[src/mda_pkg.sv]
`default_nettype none
package mda_pkg;
  // ****************************************
  // Register map
  // ****************************************
  localparam logic [7:0] MDA_OFS_MODE = 8'h00;   // Global mode register
  localparam logic [7:0] MDA_OFS_RXTH = 8'h04;   // Receive queue threshold
  localparam logic [7:0] MDA_OFS_TXTH = 8'h08;   // Transmit forward thresholds
  localparam logic [7:0] MDA_OFS_STAT = 8'h0C;   // Status, read only
  // Mode register fields
  localparam int MDA_B_XPRI = 0;                 // exclusive_priority_enable
  localparam int MDA_B_PCH = 1;                  // priority_channel_select, 2 bits
  localparam int MDA_B_SWAP = 3;                 // Byte swap enable
  localparam int MDA_B_DEMUX = 4;                // De-multiplexed host bus mode
  localparam int MDA_B_NOBURST = 5;              // No bursts in demux mode
  localparam logic [5:0] MDA_MODE_RST = 6'h00;   // Mode reset value
  localparam logic [7:0] MDA_RXTH_RST = 8'h0F;   // Receive threshold reset value
  localparam logic [31:0] MDA_TXTH_RST = 32'h0;  // Forward thresholds reset value
  localparam int MDA_TXTH_W = 8;                 // Bits per channel threshold
  // ****************************************
  // Burst sizes in DWORDs
  // ****************************************
  localparam logic [3:0] MDA_DESC_LEN = 4'h3;    // Descriptor fetch
  localparam logic [3:0] MDA_PCI_MAX = 4'hF;     // Data burst, PCI mode
  localparam logic [3:0] MDA_DMX_MAX = 4'h4;     // Data burst, demux mode
  localparam logic [3:0] MDA_ONE = 4'h1;         // Single DWORD
  localparam logic [3:0] MDA_BE_ALL = 4'hF;      // Whole DWORD byte enables
  // ****************************************
  // Types
  // ****************************************
  typedef enum logic [1:0] {
    MDA_G_IVEC = 2'b00,
    MDA_G_RX = 2'b01,
    MDA_G_TX = 2'b10
  } mda_grp_e;
  typedef enum logic [1:0] {
    MDA_S_IDLE = 2'b00,
    MDA_S_REQ = 2'b01,
    MDA_S_ARB = 2'b10,
    MDA_S_XFER = 2'b11
  } mda_state_e;
  // Reverse the four bytes of a DWORD
  function automatic logic [31:0] mda_swap(input logic [31:0] d);
    mda_swap = {d[7:0], d[15:8], d[23:16], d[31:24]};
  endfunction : mda_swap
endpackage : mda_pkg
`default_nettype wire

[src/mda_dma_arbiter.sv]
// Functional notes
// - Move all pending data within one tenure while the timer allows
// - Three priority groups, stepped in order
// - Interrupt vector channel has highest priority
// - Receive group ranks second
// - Transmit group ranks third
// - Round robin recomputed after every access
// - Exclusive priority channel favoured in groups
// - Separate serial arbiters for transmit, receive
// - Plain round robin or one top channel
// - Descriptor fetches are three DWORD bursts, one DWORD in demux no-burst mode
// - Data bursts at most fifteen DWORDs
// - Receive burst capped by consecutive sub-section
// - Demux mode bursts four DWORDs or none
// - Chain back-to-back transactions within tenure
// - Little endian default, swap bit enables
// - Swap only data, never descriptors/vectors
// - Whole DWORD transfers only
// - One shared receive queue, single threshold
// - Receive data arrives in 15 DWORD portions
// - Transmit feed starts on frame end/threshold
`timescale 1ns/1ps
`default_nettype none
module mda_dma_arbiter
  import mda_pkg::*;
(
  input wire logic sys_clk,
  input wire logic rst,
  // Register port
  input wire logic [7:0] reg_addr,
  input wire logic [31:0] reg_wdata,
  input wire logic reg_wr,
  input wire logic reg_rd,
  output logic [31:0] reg_rdata,
  // DMA requests
  input wire logic ivec_req,
  input wire logic [3:0] rx_req,
  input wire logic [3:0] rx_desc,
  input wire logic [15:0] rx_seg_len,
  input wire logic [7:0] rxq_level,
  input wire logic [3:0] tx_req,
  input wire logic [3:0] tx_desc,
  input wire logic [27:0] tx_space,
  // Host bus master side
  output logic bus_req,
  input wire logic bus_gnt,
  input wire logic lat_expired,
  input wire logic mst_beat,
  output logic mst_start,
  output logic [1:0] mst_grp,
  output logic [1:0] mst_chan,
  output logic mst_desc,
  output logic [3:0] mst_len,
  output logic [3:0] mst_be,
  output logic mst_done,
  input wire logic [31:0] host_rdata,
  output logic [31:0] host_wdata,
  // Receive queue and transmit queue data
  input wire logic [31:0] rxq_data,
  output logic rxq_pop,
  output logic [31:0] txq_data,
  output logic txq_push,
  // Transmit queue feed to serial channels
  input wire logic [3:0] tx_fe_present,
  input wire logic [27:0] tx_fill,
  input wire logic [3:0] tx_frame_done,
  output logic [3:0] tx_feed,
  // Serial channel service arbiters
  input wire logic [3:0] scc_tx_req,
  input wire logic [3:0] scc_rx_req,
  input wire logic scc_tx_adv,
  input wire logic scc_rx_adv,
  output logic scc_tx_any,
  output logic [1:0] scc_tx_sel,
  output logic scc_rx_any,
  output logic [1:0] scc_rx_sel
);
  // ****************************************
  // Registers
  // ****************************************
  logic [5:0] mode_r;          // Global mode bits
  logic [7:0] rxth_r;          // Receive queue threshold
  logic [31:0] txth_r;         // Forward thresholds
  logic xpri;                  // Exclusive priority on
  logic [1:0] priority_channel_select;             // Priority channel
  logic swap_en;               // Byte swap enabled
  logic demux;                 // Demux host bus mode
  logic noburst;               // Single DWORD transfers in demux mode
  assign xpri = mode_r[MDA_B_XPRI];
  assign priority_channel_select = mode_r[MDA_B_PCH +: 2];
  assign swap_en = mode_r[MDA_B_SWAP];
  assign demux = mode_r[MDA_B_DEMUX];
  assign noburst = mode_r[MDA_B_NOBURST];
  // Register writes
  always_ff @(posedge sys_clk or posedge rst) begin
    if (rst) begin
      mode_r <= MDA_MODE_RST;
      rxth_r <= MDA_RXTH_RST;
      txth_r <= MDA_TXTH_RST;
    end else if (reg_wr) begin
      unique case (reg_addr)
        MDA_OFS_MODE: mode_r <= reg_wdata[5:0];
        MDA_OFS_RXTH: rxth_r <= reg_wdata[7:0];
        MDA_OFS_TXTH: txth_r <= reg_wdata;
        default: ; // Unmapped or read only
      endcase
    end
  end
  // ****************************************
  // Engine state
  // ****************************************
  mda_state_e state_r;         // Tenure state
  mda_grp_e grp_r;             // Group served now
  logic [1:0] chan_r;          // Channel served now
  logic desc_r;                // Descriptor transfer
  logic [3:0] len_r;           // Burst length
  logic [3:0] cnt_r;           // Beats done
  logic step_tx_r;             // Transmit group owed a turn
  logic xfer_end;              // Last beat of a burst
  logic any_req;               // Anything pending
  // Read data, one cycle after the strobe
  always_ff @(posedge sys_clk or posedge rst) begin
    if (rst) begin
      reg_rdata <= 32'h0;
    end else if (reg_rd) begin
      unique case (reg_addr)
        MDA_OFS_MODE: reg_rdata <= {26'h0, mode_r};
        MDA_OFS_RXTH: reg_rdata <= {24'h0, rxth_r};
        MDA_OFS_TXTH: reg_rdata <= txth_r;
        MDA_OFS_STAT: reg_rdata <= {16'h0, tx_feed, len_r, step_tx_r, desc_r, chan_r, grp_r, state_r};
        default: reg_rdata <= 32'h0;
      endcase
    end else begin
      reg_rdata <= 32'h0;
    end
  end
  // ****************************************
  // Request qualification
  // ****************************************
  logic lvl_ok;                // Receive queue at or over threshold
  logic [3:0] rx_elig;         // Receive requests allowed
  assign lvl_ok = rxq_level >= rxth_r;
  assign rx_elig = rx_req & (rx_desc | {4{lvl_ok}});
  assign any_req = ivec_req | (|rx_elig) | (|tx_req);
  // ****************************************
  // Group arbiters
  // ****************************************
  logic rx_any;                // Receive group pending
  logic [1:0] rx_idx;          // Receive winner
  logic tx_any;                // Transmit group pending
  logic [1:0] tx_idx;          // Transmit winner
  logic rx_adv;                // Receive access finished
  logic tx_adv;                // Transmit access finished
  assign rx_adv = xfer_end && grp_r == MDA_G_RX;
  assign tx_adv = xfer_end && grp_r == MDA_G_TX;
  // Receive group, exclusive channel applies
  mda_rr_arb u_rx_grp (
    .sys_clk(sys_clk), .rst(rst), .req(rx_elig), .hp_en(xpri), .hp_sel(priority_channel_select),
    .adv(rx_adv), .any(rx_any), .gnt_idx(rx_idx)
  );
  // Transmit group, exclusive channel applies
  mda_rr_arb u_tx_grp (
    .sys_clk(sys_clk), .rst(rst), .req(tx_req), .hp_en(xpri), .hp_sel(priority_channel_select),
    .adv(tx_adv), .any(tx_any), .gnt_idx(tx_idx)
  );
  // Serial transmit and receive service, independent
  mda_rr_arb u_scc_tx (
    .sys_clk(sys_clk), .rst(rst), .req(scc_tx_req), .hp_en(xpri), .hp_sel(priority_channel_select),
    .adv(scc_tx_adv), .any(scc_tx_any), .gnt_idx(scc_tx_sel)
  );
  mda_rr_arb u_scc_rx (
    .sys_clk(sys_clk), .rst(rst), .req(scc_rx_req), .hp_en(xpri), .hp_sel(priority_channel_select),
    .adv(scc_rx_adv), .any(scc_rx_any), .gnt_idx(scc_rx_sel)
  );
  // ****************************************
  // Group choice and burst length
  // ****************************************
  mda_grp_e pick_grp;          // Group to serve next
  logic [1:0] pick_chan;       // Channel to serve next
  logic pick_desc;             // Next is a descriptor
  logic [3:0] pick_len;        // Next burst length
  logic [3:0] cap;             // Mode burst cap
  logic [3:0] lim;             // Space or segment limit
  logic [6:0] sp;              // Transmit space of winner
  // Vector first, then receive, then transmit; step lets transmit in
  always_comb begin
    pick_grp = MDA_G_TX;
    pick_chan = tx_idx;
    if (ivec_req) begin
      pick_grp = MDA_G_IVEC;
      pick_chan = 2'h0;
    end else if (rx_any && !(step_tx_r && tx_any)) begin
      pick_grp = MDA_G_RX;
      pick_chan = rx_idx;
    end else begin
      pick_grp = MDA_G_TX;
      pick_chan = tx_idx;
    end
  end
  // Burst size from mode, kind and space
  always_comb begin
    sp = tx_space[7*pick_chan +: 7];
    pick_desc = 1'b0;
    lim = MDA_PCI_MAX;
    if (pick_grp == MDA_G_RX) begin
      pick_desc = rx_desc[pick_chan];
      lim = rx_seg_len[4*pick_chan +: 4];
    end else if (pick_grp == MDA_G_TX) begin
      pick_desc = tx_desc[pick_chan];
      lim = (sp > 7'(MDA_PCI_MAX)) ? MDA_PCI_MAX : sp[3:0];
    end
    if (demux) begin
      cap = noburst ? MDA_ONE : MDA_DMX_MAX;
    end else begin
      cap = MDA_PCI_MAX;
    end
    if (pick_grp == MDA_G_IVEC) begin
      pick_len = MDA_ONE;
    end else if (pick_desc) begin
      pick_len = (demux && noburst) ? MDA_ONE : MDA_DESC_LEN;
    end else begin
      pick_len = (lim < cap) ? lim : cap;
    end
    if (pick_len == 4'h0) begin
      pick_len = MDA_ONE;
    end
  end
  // ****************************************
  // Tenure state machine
  // ****************************************
  assign xfer_end = state_r == MDA_S_XFER && mst_beat && (cnt_r + 4'h1 == len_r || lat_expired);
  // Hold the bus while work remains and the timer allows
  always_ff @(posedge sys_clk or posedge rst) begin
    if (rst) begin
      state_r <= MDA_S_IDLE;
    end else begin
      unique case (state_r)
        MDA_S_IDLE: if (any_req) state_r <= MDA_S_REQ;
        MDA_S_REQ: if (bus_gnt) state_r <= MDA_S_ARB;
        MDA_S_ARB: state_r <= MDA_S_XFER;
        MDA_S_XFER: begin
          if (xfer_end) begin
            if (any_req && !lat_expired && bus_gnt) begin
              state_r <= MDA_S_ARB;
            end else begin
              state_r <= MDA_S_IDLE;
            end
          end
        end
      endcase
    end
  end
  assign bus_req = state_r != MDA_S_IDLE;
  // Latch the chosen transfer
  always_ff @(posedge sys_clk or posedge rst) begin
    if (rst) begin
      grp_r <= MDA_G_IVEC;
      chan_r <= 2'h0;
      desc_r <= 1'b0;
      len_r <= 4'h0;
    end else if (state_r == MDA_S_ARB) begin
      grp_r <= pick_grp;
      chan_r <= pick_chan;
      desc_r <= pick_desc;
      len_r <= pick_len;
    end
  end
  // Beat counter
  always_ff @(posedge sys_clk or posedge rst) begin
    if (rst) begin
      cnt_r <= 4'h0;
    end else if (state_r == MDA_S_ARB) begin
      cnt_r <= 4'h0;
    end else if (state_r == MDA_S_XFER && mst_beat) begin
      cnt_r <= cnt_r + 4'h1;
    end
  end
  // Group stepping: after receive, transmit gets the next slot
  always_ff @(posedge sys_clk or posedge rst) begin
    if (rst) begin
      step_tx_r <= 1'b0;
    end else if (rx_adv) begin
      step_tx_r <= 1'b1;
    end else if (tx_adv) begin
      step_tx_r <= 1'b0;
    end
  end
  // Transfer command outputs
  always_ff @(posedge sys_clk or posedge rst) begin
    if (rst) begin
      mst_start <= 1'b0;
      mst_done <= 1'b0;
    end else begin
      mst_start <= state_r == MDA_S_ARB;
      mst_done <= xfer_end;
    end
  end
  assign mst_grp = grp_r;
  assign mst_chan = chan_r;
  assign mst_desc = desc_r;
  assign mst_len = len_r;
  assign mst_be = MDA_BE_ALL;
  // ****************************************
  // Data path with byte swap
  // ****************************************
  logic swap_now;              // Swap this transfer
  assign swap_now = swap_en && !desc_r && grp_r != MDA_G_IVEC;
  // Host write data from the receive queue
  always_ff @(posedge sys_clk or posedge rst) begin
    if (rst) begin
      host_wdata <= 32'h0;
    end else begin
      host_wdata <= swap_now ? mda_swap(rxq_data) : rxq_data;
    end
  end
  assign rxq_pop = state_r == MDA_S_XFER && mst_beat && grp_r != MDA_G_TX;
  // Host read data into the transmit queue
  always_ff @(posedge sys_clk or posedge rst) begin
    if (rst) begin
      txq_data <= 32'h0;
      txq_push <= 1'b0;
    end else begin
      txq_push <= state_r == MDA_S_XFER && mst_beat && grp_r == MDA_G_TX;
      if (state_r == MDA_S_XFER && mst_beat) begin
        txq_data <= swap_now ? mda_swap(host_rdata) : host_rdata;
      end
    end
  end
  // ****************************************
  // Transmit feed toward serial channels
  // ****************************************
  logic [3:0] feed_go;         // Start condition per channel
  always_comb begin
    for (int i = 0; i < 4; i++) begin
      feed_go[i] = tx_fe_present[i] || (tx_fill[7*i +: 7] > txth_r[MDA_TXTH_W*i +: 7]);
    end
  end
  // Feed holds through the frame, rechecked after each
  always_ff @(posedge sys_clk or posedge rst) begin
    if (rst) begin
      tx_feed <= 4'h0;
    end else begin
      for (int i = 0; i < 4; i++) begin
        if (tx_frame_done[i]) begin
          tx_feed[i] <= 1'b0;
        end else if (feed_go[i]) begin
          tx_feed[i] <= 1'b1;
        end
      end
    end
  end
  // ****************************************
  // Checks
  // ****************************************
  a_ivec_first: assert property (@(posedge sys_clk) disable iff (rst)
    state_r == MDA_S_ARB && ivec_req |=> grp_r == MDA_G_IVEC) else $error("vector not first");
  a_rx_over_tx: assert property (@(posedge sys_clk) disable iff (rst)
    state_r == MDA_S_ARB && !ivec_req && rx_any && !step_tx_r |=> grp_r == MDA_G_RX)
    else $error("receive group skipped");
  a_desc_len: assert property (@(posedge sys_clk) disable iff (rst)
    mst_start && mst_desc && !demux |-> mst_len == 4'h3) else $error("descriptor burst size");
  a_pci_cap: assert property (@(posedge sys_clk) disable iff (rst)
    mst_start |-> mst_len <= 4'hF && mst_len != 4'h0) else $error("burst too long");
  a_demux_cap: assert property (@(posedge sys_clk) disable iff (rst)
    mst_start && demux |-> mst_len <= (noburst ? 4'h1 : 4'h4)) else $error("demux burst size");
  a_rx_segment: assert property (@(posedge sys_clk) disable iff (rst)
    state_r == MDA_S_ARB && pick_grp == MDA_G_RX && !pick_desc && rx_seg_len[4*pick_chan +: 4] != 4'h0
    |=> len_r <= $past(rx_seg_len[4*pick_chan +: 4])) else $error("receive burst over segment");
  a_desc_noswap: assert property (@(posedge sys_clk) disable iff (rst)
    state_r == MDA_S_XFER && mst_beat && (desc_r || grp_r == MDA_G_IVEC)
    |=> txq_data == $past(host_rdata) && host_wdata == $past(rxq_data)) else $error("structure swapped");
  a_chain_b2b: assert property (@(posedge sys_clk) disable iff (rst)
    xfer_end && any_req && !lat_expired && bus_gnt |=> state_r == MDA_S_ARB ##1 mst_start)
    else $error("no back-to-back chaining");
  a_bus_held: assert property (@(posedge sys_clk) disable iff (rst)
    state_r == MDA_S_XFER |-> bus_req) else $error("bus dropped mid burst");
  a_feed_start: assert property (@(posedge sys_clk) disable iff (rst)
    tx_fe_present[0] && !tx_frame_done[0] |=> tx_feed[0]) else $error("feed not started");
  a_rx_gate: assert property (@(posedge sys_clk) disable iff (rst)
    state_r == MDA_S_ARB && !ivec_req && (rx_req & rx_desc) == 4'h0 && !lvl_ok |=> grp_r != MDA_G_RX)
    else $error("receive below threshold");
endmodule : mda_dma_arbiter
`default_nettype wire

[src/mda_rr_arb.sv]
`timescale 1ns/1ps
`default_nettype none
module mda_rr_arb
  import mda_pkg::*;
(
  input wire logic sys_clk,
  input wire logic rst,
  input wire logic [3:0] req,
  input wire logic hp_en,
  input wire logic [1:0] hp_sel,
  input wire logic adv,
  output logic any,
  output logic [1:0] gnt_idx
);
  // ****************************************
  // Round robin with optional priority channel
  // ****************************************
  logic [1:0] ptr_r; // Next channel first in line
  logic [1:0] cand;  // Loop candidate
  // Pick priority channel first, else first requester from pointer
  always_comb begin
    any = |req;
    gnt_idx = ptr_r;
    cand = 2'h0;
    if (hp_en && req[hp_sel]) begin
      gnt_idx = hp_sel;
    end else begin
      for (int k = 3; k >= 0; k--) begin
        cand = ptr_r + 2'(k);
        if (req[cand] && !(hp_en && cand == hp_sel)) begin
          gnt_idx = cand;
        end
      end
    end
  end
  // Pointer moves past the channel just served
  always_ff @(posedge sys_clk or posedge rst) begin
    if (rst) begin
      ptr_r <= 2'h0;
    end else if (adv) begin
      ptr_r <= gnt_idx + 2'h1;
    end
  end
  a_rr_advance: assert property (@(posedge sys_clk) disable iff (rst)
    adv |=> ptr_r == $past(gnt_idx) + 2'h1) else $error("pointer not advanced");
endmodule : mda_rr_arb
`default_nettype wire

[config.mk]
export PLATFORM = sky130hd
export DESIGN_NAME = mda_dma_arbiter
export DESIGN_NICKNAME = d
export VERILOG_FILES = /design/src/mda_pkg.sv /design/src/mda_dma_arbiter.sv /design/src/mda_rr_arb.sv
export SDC_FILE = /design/constraint.sdc
export NUM_CORES = 1
export LEC_CHECK = 0
export BUFFER_PORTS_ARGS = -buffer_cell sky130_fd_sc_hd__buf_2
export CAP_MARGIN = 20
export CORE_MARGIN = 5
export CORE_UTILIZATION = 55
export DETAILED_ROUTE_END_ITERATION = 8
export PLACE_DENSITY = 0.95
export SETUP_SLACK_MARGIN = 0.15
export SLEW_MARGIN = 20
export SYNTH_ARGS = -nofsm -noshare
export SYNTH_HDL_FRONTEND = slang
export SYNTH_SLANG_ARGS = --single-unit
[constraint.sdc]
create_clock -name sys_clk -period 16.28 [get_ports sys_clk]
set_clock_uncertainty 0.15 [all_clocks]
set_input_delay 0.814 -clock sys_clk [delete_from_list [all_inputs] [get_ports sys_clk]]
set_output_delay 0.814 -clock sys_clk [all_outputs]
set_load 0.02 [all_outputs]
### Word-level counts from Yosys, hierarchy flattened

Index checks and enable logic that the tools add are counted.

| word-level totals | value |
|---|---|
| flip-flop bits (word level) | 173 |
| output and inout port bits | 124 |
| word-level logic and storage cells | 298 |

| operators by class | value |
|---|---|
| add/sub/neg operators | 17 |
| $mul | 1 |
| $lt $le $gt $ge | 25 |
| eq/ne operators | 31 |
| shifts and indexed selects | 2 |
| muxes and demuxes | 101 |
| bitwise operators | 4 |
| reduce and logical (&&, ||, !) cells | 93 |

Operators with widths:

| operator | number |
|---|---|
| $pmux W32 S4 | 1 |
| $mux W32 | 3 |
| $mux W2 | 29 |
| $lt A2 B3 Y1 const B | 18 |
| $logic_and A1 B1 Y1 | 49 |
| $bmux W1 S2 | 22 |
| $mux W4 | 10 |
| $mux W1 | 34 |
| $eq A2 B2 Y1 | 16 |
| $gt A7 B7 Y1 | 4 |
| $shiftx A28 B6 Y7 | 1 |
| $logic_not A1 Y1 | 19 |
| $add A2 B1 Y2 const B | 8 |
| $add A2 B2 Y2 const B | 8 |
| $eq A8 B4 Y1 const B | 2 |
| $reduce_bool A2 Y1 | 8 |
| $reduce_or A4 Y1 | 4 |
| $shiftx A16 B5 Y4 | 1 |
| $eq A2 B2 Y1 const B | 4 |
| $eq A8 B3 Y1 const B | 1 |
| $ge A8 B8 Y1 | 1 |
| $logic_not A8 Y1 | 1 |
| $ne A2 B2 Y1 const B | 4 |
| $pmux W2 S4 | 1 |
| other kinds (15) | 25 |

### Logic depth before layout (Yosys ltp)

| depth | value |
|---|---|
| word-level depth | 25 |
| gate-level depth with buffers | 21 |
| depth with buffers taken out | 20 |

### By module

Synthesis repeated with hierarchy kept, for this count alone.

| unflattened totals | value |
|---|---|
| cells, all modules | 1040 |
| area, all modules | 10625.2 µm² |

By module, submodules not included:

| module | instances | cells an instance | area each (µm²) | seq. area each (µm²) |
|---|---|---|---|---|
| mda_dma_arbiter | 1 | 732 | 8378.0 | 4134.0 |
| mda_rr_arb | 4 | 77 | 561.8 | 50.0 |

### Least setup slack after synthesis

Ideal clock, no wire load.

| timing path | value |
|---|---|
| kind | input -> register |
| start point | in rxq_level[0] |
| end point | reg len_r[0] (netlist: mst_len[0]) |
| library setup time | 0.140 ns |
| arrival time | 5.357 ns |
| data required time | 15.990 ns |
| slack | 10.633 ns |
| stages on the path | 20 |
| buffers on the path | 1 |
| cell sequence | inv_1 -> ha_1 -> nand2b_4 -> a2111o_1 -> a211oi_1 -> nor3_1 -> or2_1 -> or3_1 -> buf_6 -> o31ai_4 -> nand2_1 -> mux2i_1 -> o22a_2 -> ha_1 -> a21oi_1 -> o21ai_0 -> nor4_1 -> o21ai_0 -> a211oi_2 -> o32ai_2 |

| on the way | value |
|---|---|
| cells in the longest elaborated chain, start to end | 25 |
| elaborated cells on any way between the ends | 51 |
| those cells by class | mul (1); order compare (3); eq/ne (2); shift (2); mux (32); bitwise (2); reduce/logical (9) |

Ends and longest elaborated chain:

| element | line | RTL |
|---|---|---|
| from (decl) | mda_dma_arbiter.sv:40 | `input wire logic [7:0] rxq_level,` |
| $ge A8 B8 Y1 * | mda_dma_arbiter.sv:142 | `assign lvl_ok = rxq_level >= rxth_r;` |
| $or A4 B4 Y4 * | mda_dma_arbiter.sv:143 | `assign rx_elig = rx_req & (rx_desc \| {4{lvl_ok}});` |
| $and A4 B4 Y4 * | mda_dma_arbiter.sv:143 |  |
| $bmux W1 S2 | mda_rr_arb.sv:30 | `if (req[cand] && !(hp_en && cand == hp_sel)) begin` |
| $mux W1 (not written as such) | mda_rr_arb.sv:30 |  |
| $logic_and A1 B1 Y1 | mda_rr_arb.sv:30 |  |
| $mux W2 (4 in a row) | mda_rr_arb.sv:30 |  |
| $mux W2 | mda_rr_arb.sv:25 | `if (hp_en && req[hp_sel]) begin` |
| [6 not listed] | -- |  |
| $mux W4 | mda_dma_arbiter.sv:208 | `end else if (pick_grp == MDA_G_TX) begin` |
| $mux W4 | mda_dma_arbiter.sv:205 | `if (pick_grp == MDA_G_RX) begin` |
| $lt A4 B4 Y1 | mda_dma_arbiter.sv:222 | `pick_len = (lim < cap) ? lim : cap;` |
| $mux W4 | mda_dma_arbiter.sv:222 |  |
| $mux W4 | mda_dma_arbiter.sv:219 | `end else if (pick_desc) begin` |
| $mux W4 * | mda_dma_arbiter.sv:217 | `if (pick_grp == MDA_G_IVEC) begin` |
| $logic_not A4 Y1 | mda_dma_arbiter.sv:224 | `if (pick_len == 4'h0) begin` |
| $mux W4 * | mda_dma_arbiter.sv:224 |  |
| to (signal assigned) | mda_dma_arbiter.sv:265 | `len_r <= pick_len;` |
| to (decl) | mda_dma_arbiter.sv:116 | `logic [3:0] len_r;` |

Mark *: on every way between the ends. The rest lies on a longest branch, timed or not. The select of a mux whose other input is x is not followed.
A chain may end at the register's enable or synchronous reset.

### Worst setup path in the final report

| timing path | value |
|---|---|
| start point | in rxq_level[7] |
| end point | reg len_r[0] (netlist: mst_len[0]) |

Same word-level chain as after synthesis.

==> results.md <==
* CTS tree: done
* Core Region at 0.0186 mm²
* Critical path's largest stage delay at 530 ps
* Internal Power at 1.07 mW
* Slew Viols, Final at 0
* Drt wl/cell at 20.8 µm
* DRC at 0
* Total GRT Usage at 29.9%
* RR Startpoint: rxth_r[0]
* CP cell instances: buf_2, ha_1, a211oi_1, nand2_2, a211oi_1, or2_1, o22ai_2, or3_1, o31ai_4, nand2_1, mux2i_1, o22a_2, ha_1, a21oi_1, o21ai_0, nor4_1, o21ai_0, a211oi_2, o32ai_2
* Leakage at 6.62 nW
* Die area at 0.0217 mm²
* Kind of start point of the critical path: input pin
* Fin area at 0.0128 mm²
* Critical Path RT at 16430 ps
* Worst-Skew Late Latency at 430 ps
* Mean Syn Cell Area at 10.2 µm²
* Sequential area share after synthesis at 41.7%
* DR vias/cell at 6.00
* Setup TNS after final layout at 0 ps
* FP Rows at 50
* Most common cell after layout, fill and taps aside: buf_2
* Final wirelength at 33100 µm
* Initial antenna violation count at 6
* # H-tree levels at 4
* CP Data Arrival Time at 6230 ps
* CTS Hold Bufs at 0
* Starting Density at 55.7%
* # clock sinks at 173
* Critical path origin: rxq_level[7]
* Dpl cell area at 0.0122 mm²
* Maximum vdd ir drop at 0.0000964 V
* Top FF cell, synth: dfrtp_1
* Clock transition at path regs at 70 ps
* Max frequency at 0.164 GHz
* PD cells at 142 mW/mm²
* Nature of the critical path endpoint: flop
* Final setup fails at 0
* Unrepaired setup endpoints after global routing: no
* First-pass GRT wire length at 51700 µm
* Vias post-DR at 9556
* Nets at 1607
* Synth async-reset ratio at 100%
* Syn. warnings at 0
* Post-CTS Setup Bufs at 0
* Clock share of power at 23.3%
* Post-synthesis cell area at 0.0104 mm²
* Switching share of total power at 41.4%
* # IOs at 350
* Crit Path Class: input pin to flop
* RD Place Congestion at 0.959
* Gate power share at 43.0%
* GR Overflow Total at 0
* Max FO, Critical Path at 9
* DRT Pass-1 Iters at 5
* Starting DRC count in detailed routing at 751
* EDFF count, synth at 0
* Hold Path Class: flop to flop
* HPWL after detailed placement at 25300 µm
* Mapped Cells at 1017
* Slew Limit Headroom at 32.7%
* Syn-to-layout area delta at 23.7%
* Netlist cell types at 87
* PortBufs at 345
* Fin. Hold Viols at 0
* Largest net degree at the start of global routing at 98
* Die Y at 147 µm
* Chip Width at 147 µm
* Yosys reg bits at 173
* Tmin final at 6090 ps
* TritonCTS buffer count at 17
* Clock Path Buffers at 2
* Most frequent cells in the layout: 345 x buf_2, 169 x dfrtp_1, 90 x nand2_1, 87 x mux2_2, 78 x o21ai_0
* Root Driver: clkbuf_16
* Worst hold start: txq_data[6]
* Share of layout cells above drive strength 1 at 38.4%
* Detail Route Antenna Nets at 0
* Max-cap check violation count at 0
* Status: completed
* Sw Pwr at 0.756 mW
* Crit-path slowest cell: or3_1
* Least-Margin Pin Slew at 1000 ps
* CTS resizes at 0
* Number of global-route vias before repair at 9753
* Final period util at 37.4%
* Reg power frac at 33.8%
## final cells by class
type / count / area [µm²]
Clock inverter: 14 / 174
Timing Repair Buffer: 350 / 1770
Tap cell: 234 / 293
Inverter: 57 / 219
Multi-Input combinational cell: 742 / 5610
Fill cell: 1330 / 5800
Sequential cell: 173 / 4330
Antenna cell: 5 / 12.5
Clock buffer: 18 / 439
## power groups by stage
stage               clock, mW  sequential (mW)  combinational (mW)
finish                  0.425            0.618               0.785
global route            0.449            0.632               0.859
CTS                     0.428            0.618               0.782
detailed placement          0            0.624               0.777
global placement            0            0.619               0.747
floorplan                   0            0.635               0.534
## sequential cells by signal, summed over array words and instances, names as in the netlist, 4 cells and up
register	count
host_wdata	32
reg_rdata	32
txq_data	32
txth_r	32
rxth_r	8
mode_r	6
cnt_r	4
mst_len	4
tx_feed	4
## critical path: cells and delay by family
kind	cells	cell delay, ps
AO/OA/AOI/OAI	10	2960
adder cells (fa/ha/maj)	2	650
buffers and inverters	1	100
multiplexers	1	200
AND/OR/NAND/NOR	5	1500
## Yosys cell counts (3+ instances only)
cell type / n / area share (%)
clkbuf_1: 26 / 0.94
and2_1: 23 / 1.4
buf_4: 5 / 0.36
a31oi_1: 10 / 0.60
a21oi_1: 36 / 1.7
xor2_1: 7 / 0.59
nand2_1: 90 / 3.3
a211oi_1: 8 / 0.58
mux4_2: 11 / 2.4
buf_1: 6 / 0.22
a22oi_1: 5 / 0.36
nand2b_1: 7 / 0.42
or2_1: 4 / 0.24
and3b_1: 3 / 0.25
or2_2: 3 / 0.18
mux2i_1: 75 / 7.2
or3_1: 3 / 0.18
nor2b_1: 12 / 0.72
mux2_2: 87 / 9.4
nand4_1: 4 / 0.24
nor2_1: 56 / 2.0
o21ai_0: 78 / 3.8
nor3b_1: 5 / 0.36
o22ai_1: 7 / 0.42
nand3b_1: 4 / 0.29
o21a_1: 11 / 0.80
nand3_1: 30 / 1.4
buf_2: 6 / 0.29
a2111oi_0: 3 / 0.25
and3_1: 13 / 0.78
inv_1: 56 / 2.0
dfrtp_1: 169 / 41
or4_1: 7 / 0.51
xnor2_1: 12 / 1.0
nor4_1: 3 / 0.18
dfstp_2: 4 / 1.0
a32o_1: 3 / 0.29
o211ai_1: 5 / 0.36
ha_1: 40 / 4.8
nor3_1: 14 / 0.67
o31ai_1: 5 / 0.36
## path summary, 6_finish.rpt
path                                       to  slack [ps]  cells past startpoint
worst max-delay path               mst_len[0]       10190                     19
worst max register to register     mst_len[0]       10190                     18
min in group asynchronous       host_wdata[7]         420                      2
worst min-delay path              txq_data[6]         330                      2
worst min register to register    txq_data[6]         330                      2
max in group asynchronous          state_r[1]       14310                      3
## routing by layer
layer | track usage (%) | routed length (µm)
met5 | 0 | 11
met3 | 7.42 | 2620
met4 | 14.3 | 1640
met1 | 37.0 | 12600
met2 | 49.3 | 16200
## stage by stage
step                utilization (%)  power, mW  worst slack [ps]  hold WS [ps]  cells
floorplan                         -       1.17             10630           297   1020
global placement               65.5       1.37             10190           305   1556
detailed placement             65.5       1.40              9860           317   1556
CTS                            68.8       1.83             10270           334   1588
global route                   68.9       1.94              9770           356   1591
finish                         68.9       1.83             10190           332   1593
## cell families (layout without fill, tap and decap cells)
logic type | count (synthesis) | in the layout | synth area share (%)
compound gates | 215 | 215 | 14.1
xor+xnor | 20 | 20 | 1.76
fa+ha+maj | 40 | 40 | 4.82
buf+inv | 105 | 439 | 4.42
flops | 173 | 173 | 41.7
mux | 173 | 173 | 19.1
other cells | 1 | 9 | 0.0361
simple gates | 290 | 290 | 14.1
(Power assumes the default switching activity.)
